**src/rtl/rtc_pkg.sv**
```systemverilog
package rtc_pkg;
   // Register map
   localparam logic [3:0] ADDR_REF_CONTROL = 4'h0;
   localparam logic [3:0] ADDR_TEMP_STATUS = 4'h4;
   // Control field positions
   localparam int BIT_REF_ENABLE   = 7;
   localparam int BIT_REF_READY    = 6;
   localparam int BIT_TEMP_ENABLE  = 5;
   localparam int BIT_TEMP_RANGE   = 4;
   localparam int LSB_CMP_GAIN     = 2;
   localparam int LSB_CNV_GAIN     = 0;
   localparam logic [7:0] CONTROL_RESET = 8'h00;
   localparam logic [7:0] CONTROL_WMASK = 8'hbf;
   // Gain codes
   typedef enum logic [1:0] {
      RTC_GAIN_OFF = 2'h0,
      RTC_GAIN_X1  = 2'h1,
      RTC_GAIN_X2  = 2'h2,
      RTC_GAIN_X4  = 2'h3
   } rtc_gain_type;
   // Settling and channel-acquisition timing
   localparam int SYS_CLK_MHZ       = 100;
   localparam int SETTLE_TIME_US    = 25;
   localparam int SETTLE_CYCLES     = SETTLE_TIME_US * SYS_CLK_MHZ;
   localparam int TEMP_ACQ_TIME_US  = 200;
   localparam int TEMP_ACQ_CYCLES   = TEMP_ACQ_TIME_US * SYS_CLK_MHZ;
   localparam logic [1:0] AXI_OKAY   = 2'h0;
   localparam logic [1:0] AXI_SLVERR = 2'h2;
   // Analog control bundle
   typedef struct packed {
      logic         ref_enable;
      logic         temp_enable;
      logic         temp_high_range;
      rtc_gain_type cmp_gain;
      rtc_gain_type cnv_gain;
   } rtc_analog_type;
endpackage

```
**src/rtl/rtc_top.sv**
```systemverilog
// Operation
// - bit 7 turns fixed reference on/off
// - bit 6 read-only ready flag
// - standard variant: ready always reads one
// - ready sets only after settling
// - bit 5 enables temperature sensor
// - bit 4 selects sensor range
// - bits 3:2 comparator buffer gain
// - bits 1:0 converter buffer gain
// - sensor routed to reserved converter channel
//
// Our own choices: the register addresses and the AXI4-Lite slave port.
`timescale 1ns/1ps
`default_nettype none
module rtc_top #(
   parameter bit STANDARD_VARIANT = 1'b0,
   parameter int SETTLE_CYCLES    = rtc_pkg::SETTLE_CYCLES,
   parameter int TEMP_ACQ_CYCLES  = rtc_pkg::TEMP_ACQ_CYCLES
) (
   input  wire logic                   sys_clk,
   input  wire logic                   rst_b,
   input  wire logic [3:0]             s_axi_awaddr,
   input  wire logic                   s_axi_awvalid,
   output logic                        s_axi_awready,
   input  wire logic [31:0]            s_axi_wdata,
   input  wire logic [3:0]             s_axi_wstrb,
   input  wire logic                   s_axi_wvalid,
   output logic                        s_axi_wready,
   output logic [1:0]                  s_axi_bresp,
   output logic                        s_axi_bvalid,
   input  wire logic                   s_axi_bready,
   input  wire logic [3:0]             s_axi_araddr,
   input  wire logic                   s_axi_arvalid,
   output logic                        s_axi_arready,
   output logic [31:0]                 s_axi_rdata,
   output logic [1:0]                  s_axi_rresp,
   output logic                        s_axi_rvalid,
   input  wire logic                   s_axi_rready,
   input  wire logic                   temp_channel_selected,
   output var rtc_pkg::rtc_analog_type analog_ctrl,
   output logic                        temp_to_converter
);
   logic [7:0]   reference_control;
   logic         reference_ready;
   logic         settled;
   logic         acq_done;
   logic [3:0]   aw_addr;
   logic         aw_held;
   logic [31:0]  w_data;
   logic         w_strb0;
   logic         w_held;
   logic         chan_meta;
   logic         chan_sync;
   logic         write_fire;
   logic         control_write;
   logic         write_known;

   // Register word decode from the byte address, shared by all channels
   function automatic logic is_control_word(input logic [3:0] addr);
      return addr[3:2] == rtc_pkg::ADDR_REF_CONTROL[3:2];
   endfunction

   // Status word holds the acquisition-done flag only
   function automatic logic is_status_word(input logic [3:0] addr);
      return addr[3:2] == rtc_pkg::ADDR_TEMP_STATUS[3:2];
   endfunction

   // Control byte as read back, live ready flag in place of the stored bit
   function automatic logic [7:0] control_readback(input logic [7:0] ctrl, input logic ready);
      logic [7:0] value;
      value                         = ctrl & rtc_pkg::CONTROL_WMASK;
      value[rtc_pkg::BIT_REF_READY] = ready;
      return value;
   endfunction

   // Both halves of a write held; commit and answer on this edge
   assign write_fire    = aw_held && w_held;
   // Only a write with the low byte lane reaches the control register
   assign control_write = write_fire && is_control_word(aw_addr) && w_strb0;
   // Unmapped words answer with an error and change nothing
   assign write_known   = is_control_word(aw_addr) || is_status_word(aw_addr);

   // Reference settling
   // Timer restarts whenever the enable drops
   rtc_settle_timer #(.COUNT(SETTLE_CYCLES)) u_settle (
      .sys_clk (sys_clk),
      .rst_b   (rst_b),
      .run     (reference_control[rtc_pkg::BIT_REF_ENABLE]),
      .done    (settled)
   );

   // Temperature channel acquisition wait (status for software)
   rtc_settle_timer #(.COUNT(TEMP_ACQ_CYCLES)) u_acq (
      .sys_clk (sys_clk),
      .rst_b   (rst_b),
      .run     (chan_sync & reference_control[rtc_pkg::BIT_TEMP_ENABLE]),
      .done    (acq_done)
   );

   // Channel select synchroniser
   // Only the second stage is read by logic
   always_ff @(posedge sys_clk or negedge rst_b) begin
      if (!rst_b) begin
         chan_meta <= 1'b0;
         chan_sync <= 1'b0;
      end else begin
         chan_meta <= temp_channel_selected;
         chan_sync <= chan_meta;
      end
   end

   // Ready flag
   // Standard variant ties the flag high
   always_ff @(posedge sys_clk or negedge rst_b) begin
      if (!rst_b) begin
         reference_ready <= STANDARD_VARIANT;
      end else if (STANDARD_VARIANT) begin
         reference_ready <= 1'b1;
      end else begin
         reference_ready <= settled & reference_control[rtc_pkg::BIT_REF_ENABLE];
      end
   end

   // Write address and data capture, either order
   // Each half waits in its holding slot for the other
   always_ff @(posedge sys_clk or negedge rst_b) begin
      if (!rst_b) begin
         aw_held <= 1'b0;
         aw_addr <= 4'h0;
         w_held  <= 1'b0;
         w_data  <= 32'h0;
         w_strb0 <= 1'b0;
      end else begin
         if (s_axi_awvalid && s_axi_awready) begin
            aw_held <= 1'b1;
            aw_addr <= s_axi_awaddr;
         end else if (aw_held && w_held) begin
            aw_held <= 1'b0;
         end
         if (s_axi_wvalid && s_axi_wready) begin
            w_held  <= 1'b1;
            w_data  <= s_axi_wdata;
            w_strb0 <= s_axi_wstrb[0];
         end else if (aw_held && w_held) begin
            w_held <= 1'b0;
         end
      end
   end

   // Ready strobes: accept when slot free and no response pending
   // Ready drops for the cycle after each handshake, so a held valid is never taken twice
   always_ff @(posedge sys_clk or negedge rst_b) begin
      if (!rst_b) begin
         s_axi_awready <= 1'b0;
         s_axi_wready  <= 1'b0;
      end else begin
         s_axi_awready <= !aw_held && !s_axi_bvalid && !(s_axi_awvalid && s_axi_awready)
                          && !(aw_held && w_held);
         s_axi_wready  <= !w_held && !s_axi_bvalid && !(s_axi_wvalid && s_axi_wready)
                          && !(aw_held && w_held);
      end
   end

   // Control register write
   always_ff @(posedge sys_clk or negedge rst_b) begin
      if (!rst_b) begin
         reference_control <= rtc_pkg::CONTROL_RESET;
      end else if (control_write) begin
         reference_control <= w_data[7:0] & rtc_pkg::CONTROL_WMASK;
      end
   end

   // Write response
   always_ff @(posedge sys_clk or negedge rst_b) begin
      if (!rst_b) begin
         s_axi_bvalid <= 1'b0;
         s_axi_bresp  <= rtc_pkg::AXI_OKAY;
      end else if (write_fire) begin
         s_axi_bvalid <= 1'b1;
         s_axi_bresp  <= write_known ? rtc_pkg::AXI_OKAY : rtc_pkg::AXI_SLVERR;
      end else if (s_axi_bready) begin
         s_axi_bvalid <= 1'b0;
      end
   end

   // Read channel
   // Data captured at the address handshake, held until taken
   always_ff @(posedge sys_clk or negedge rst_b) begin
      if (!rst_b) begin
         s_axi_arready <= 1'b0;
         s_axi_rvalid  <= 1'b0;
         s_axi_rdata   <= 32'h0;
         s_axi_rresp   <= rtc_pkg::AXI_OKAY;
      end else begin
         s_axi_arready <= !s_axi_rvalid && !(s_axi_arvalid && s_axi_arready);
         if (s_axi_arvalid && s_axi_arready) begin
            s_axi_rvalid <= 1'b1;
            s_axi_rresp  <= rtc_pkg::AXI_OKAY;
            if (is_control_word(s_axi_araddr)) begin
               s_axi_rdata <= {24'h0, control_readback(reference_control, reference_ready)};
            end else if (is_status_word(s_axi_araddr)) begin
               s_axi_rdata <= {31'h0, acq_done};
            end else begin
               s_axi_rdata <= 32'h0;
               s_axi_rresp <= rtc_pkg::AXI_SLVERR;
            end
         end else if (s_axi_rready) begin
            s_axi_rvalid <= 1'b0;
         end
      end
   end

   // Analog control outputs
   // Registered copy of the control fields for the analog side
   always_ff @(posedge sys_clk or negedge rst_b) begin
      if (!rst_b) begin
         analog_ctrl       <= '0;
         temp_to_converter <= 1'b0;
      end else begin
         analog_ctrl.ref_enable      <= reference_control[rtc_pkg::BIT_REF_ENABLE];
         analog_ctrl.temp_enable     <= reference_control[rtc_pkg::BIT_TEMP_ENABLE];
         analog_ctrl.temp_high_range <= reference_control[rtc_pkg::BIT_TEMP_RANGE];
         analog_ctrl.cmp_gain        <= rtc_pkg::rtc_gain_type'(reference_control[rtc_pkg::LSB_CMP_GAIN +: 2]);
         analog_ctrl.cnv_gain        <= rtc_pkg::rtc_gain_type'(reference_control[rtc_pkg::LSB_CNV_GAIN +: 2]);
         temp_to_converter <= reference_control[rtc_pkg::BIT_TEMP_ENABLE] & chan_sync;
      end
   end
endmodule // rtc_top
`default_nettype wire

```
**src/rtl/rtc_settle_timer.sv**
```systemverilog
`timescale 1ns/1ps
`default_nettype none
module rtc_settle_timer #(
   parameter int COUNT = 2500
) (
   input  wire logic sys_clk,
   input  wire logic rst_b,
   input  wire logic run,
   output logic      done
);
   localparam int W = $clog2(COUNT + 1);
   logic [W-1:0] count;

   // Counts while run is high, restarts when it drops
   always_ff @(posedge sys_clk or negedge rst_b) begin
      if (!rst_b) begin
         count <= '0;
         done  <= 1'b0;
      end else if (!run) begin
         count <= '0;
         done  <= 1'b0;
      end else if (count == W'(COUNT - 1)) begin
         done <= 1'b1;
      end else begin
         count <= count + W'(1);
      end
   end
endmodule // rtc_settle_timer
`default_nettype wire

```
**config.mk**
```make
export PLATFORM = sky130hd
export DESIGN_NAME = rtc_top
export DESIGN_NICKNAME = d
export VERILOG_FILES = /design/src/rtl/rtc_pkg.sv /design/src/rtl/rtc_top.sv /design/src/rtl/rtc_settle_timer.sv
export SDC_FILE = /design/constraint.sdc
export NUM_CORES = 1
export LEC_CHECK = 0
export BUFFER_PORTS_ARGS = -buffer_cell sky130_fd_sc_hd__buf_2
export CORE_ASPECT_RATIO = 1.2
export CORE_MARGIN = 3
export CORE_UTILIZATION = 54
export CTS_CLUSTER_SIZE = 40
export DETAILED_ROUTE_END_ITERATION = 10
export PLACE_DENSITY = 0.9
export RECOVER_POWER = 25
export SYNTH_ARGS = -nofsm -noshare
export SYNTH_HDL_FRONTEND = slang
export SYNTH_SLANG_ARGS = --single-unit
```
**constraint.sdc**
```tcl
create_clock -name sys_clk -period 3.47 [get_ports sys_clk]
set_input_delay 0.1735 -clock sys_clk [delete_from_list [all_inputs] [get_ports sys_clk]]
set_output_delay 0.1735 -clock sys_clk [all_outputs]
set_load 0.03 [all_outputs]
```
==> run_results.csv <==
group,metric,value,unit
global_routing,grt_max_degree,30,
sta,clock-skew-final,0.0117,ns
logic_synthesis,syn_area,3200,um^2
clock_network,cts_inserted_buffers,9,
logic_synthesis,ys_seq_area_share,57.9,%
routing,drtIter0Drc,153,
clock_network,insertion_delay,0.35,ns
run,cap_violations,0,
layout,drive_gt1_share,23.5,%
layout,layout_common_cells,"dfrtp_1 (74), buf_2 (34), conb_1 (26)",
floorplanning,rows,30,
routing,wl,5.92,mm
setup_path,start_kind,"flop",
clock_network,h-tree-depth,3,
logic_synthesis,ys.flop_type,"dfrtp_1",
setup_path,crit_type,"reg2reg",
global_routing,grt_pass1_wl,10.2,mm
clock_network,cts_num_sinks,74,
setup_path,critPathMaxFanout,7,
placement,place_area,3420,um^2
status,outcome,"complete, no violations",
logic_synthesis,synth_edf_count,0,
sta,tightest_slew,0.980,ns
layout,finalInstanceArea,3610,um^2
routing,ant_nets,0,
routing,first_pass_iters,4,
floorplanning,die_w,76.3,um
min_path,hold_path.class,"in2reg",
sta,hold_viol,0,
power_and_ir_drop,power_density,666,nW/um^2
floorplanning,pin_count,101,
power_and_ir_drop,p_leak,0.00168,uW
clock_network,cts.clk_slew.worst_paths,0.07,ns
logic_synthesis,ys_warn_count,0,
clock_network,cts.path.max_buffers,2,
clock_network,cts.repair.resized,0,
logic_synthesis,ys_ff_latch,74,
routing,wl_per_cell,14.5,um
logic_synthesis,synthArstFlopShare,100,%
sta,slew_violations,0,
setup_path,worst-endpoint-arrival,2.03,ns
global_routing,grt-ovfl-total,0,
routing,viasPerCell,5.13,
logic_synthesis,syn_area_per_cell,11.9,um^2
placement,port_buffers,42,
sta,relSlewSlack,34.7,%
clock_network,post-cts-setup-buffer-count,0,
sta,setup_viol,0,
sta,fin_setup_tns,0,ns
clock_network,cts_tree,"yes",
placement,gp_congestion,0.884,
layout,fin_nets,378,
layout,final_common_cell,"dfrtp_1",
floorplanning,die_area,6890,um^2
floorplanning,start_util,56.1,%
logic_synthesis,synthCells,269,
power_and_ir_drop,vdd_drop_max,460,uV
sta,period_share,52.0,%
floorplanning,die_h,90.3,um
placement,hpwl,4.12,mm
sta,max_freq,555,MHz
layout,syn2layout_area_growth,12.7,%
global_routing,antenna_found_initial,0,
logic_synthesis,synth_cell_types,41,
global_routing,grt_util_all_layers,19.0,%
layout,fillers,459,
sta,period_minus_slack,1.80,ns
routing,drc,0,
layout,diodes,0,
setup_path,end_kind,"flop",
global_routing,grt_pass1_vias,2159,
clock_network,clock-root-buffer,"clkbuf_8",
setup_path,required,3.70,ns
routing,dr_total_vias,2089,
floorplanning,core-area,5710,um^2
sta,rsz0062_at_grt,"no",
## flip-flops by register name, summed over array words and instances, names as in the netlist, 2 cells and up
name               flops
aw_addr                2
u_acq.count           15
u_settle.count        12
analog_ctrl            7
reference_control      7
w_data                 7
s_axi_rdata            8
## critical path: stages, from the launching register on
cell and delay (ns):
dfrtp_1 0.38, nand2_1 0.13, nor4b_2 0.76, mux2_2 0.41
## per-layer routing
| metal | part of all wire (%) | track usage (%) | vias to the layer above |
|---|---|---|---|
| met5 | 0 | 0 | - |
| met4 | 2.8 | 11.8 | 0 |
| met3 | 5.3 | 4.59 | 17 |
| met2 | 51 | 30.9 | 59 |
| met1 | 41 | 22.7 | 1020 |
| li1 | - | - | 993 |
## cell families (layout without fill, tap and decap cells)
logic type	Yosys count	count (layout)	share of synthesized area [%]
buffers and inverters	40	73	7.74
adder cells (fa/ha/maj)	3	3	1.17
AND/OR/NAND/NOR	82	82	14.6
flip-flops	74	74	57.9
XOR/XNOR	16	16	4.38
other	1	26	0.117
AO/OA/AOI/OAI	31	31	6.49
multiplexers	22	22	7.62
## report_power, final
part	total (uW)	internal, uW	switching [uW]
combinational	607	221	386
sequential	1220	1080	144
clock	574	272	302
total	2400	1570	831
## cells in the mapped netlist (all sizes together), types with 2 or more instances
cell type / n / area share, %
ha: 3 / 1.2
and4: 2 / 0.55
mux2i: 3 / 0.94
nand3: 8 / 1.3
a21boi: 3 / 0.70
and3: 2 / 0.39
xor2: 6 / 1.6
nor2b: 2 / 0.39
nor4: 3 / 1.1
inv: 10 / 1.2
or3: 6 / 1.4
a22o: 7 / 1.9
nand2: 15 / 1.8
clkbuf: 4 / 0.47
nor3: 8 / 1.3
buf: 26 / 6.1
dfrtp: 74 / 58
o21a: 2 / 0.47
xnor2: 10 / 2.7
o21ai: 10 / 1.6
nand4: 5 / 0.98
nor2: 16 / 1.9
mux2: 19 / 6.7
a21oi: 5 / 0.78
nor4b: 2 / 0.74
and2: 8 / 1.6
## through the flow
step	total power (uW)	setup WS [ns]	instances	utilization (%)	hold slack (ns)
5_1_grt	2540	1.55	407	63.2	0.00859
3_5_place_dp	1850	1.68	389	59.9	0.126
2_1_floorplan	1670	1.87	294	-	-0.122
4_1_cts	2430	1.66	407	63.4	0.00346
3_3_place_gp	1820	1.72	389	59.9	0.128
6_report	2400	1.67	407	63.2	0.0147
## timing repair
item,in CTS,in global routing
endpoints found under the hold margin,19,0
hold buffers,3,0
setup endpoints to repair,0,0
## worst paths after layout
check / from / endpoint / slack (ns) / cells after the start
worst max-delay path: w_held$_DFFE_PN0P_ / reference_control[7]$_DFFE_PN0P_ / 1.67 / 3
worst min-delay path: s_axi_rready / s_axi_rvalid$_DFFE_PN0P_ / 0.01 / 2
worst max register to register: w_held$_DFFE_PN0P_ / reference_control[7]$_DFFE_PN0P_ / 1.67 / 3
worst min register to register: chan_meta$_DFF_PN0_ / chan_sync$_DFF_PN0_ / 0.36 / 0
max in group asynchronous: rst_b / u_settle.count[8]$_DFFE_PN0P_ / 2.04 / 3
min in group asynchronous: rst_b / temp_to_converter$_DFF_PN0_ / 0.50 / 2
## area by class of cell
class / instances / area (um^2) / area share, %
clock inverter: 5 / 31.3 / 0.867
tap: 80 / 100 / 2.78
sequential: 74 / 1850 / 51.4
timing repair buffer: 48 / 253 / 7.01
multi-input combinational: 180 / 1190 / 33.1
clock buffer: 10 / 138 / 3.82
inverter: 10 / 37.5 / 1.04
Power figures use the tool's default switching activity.
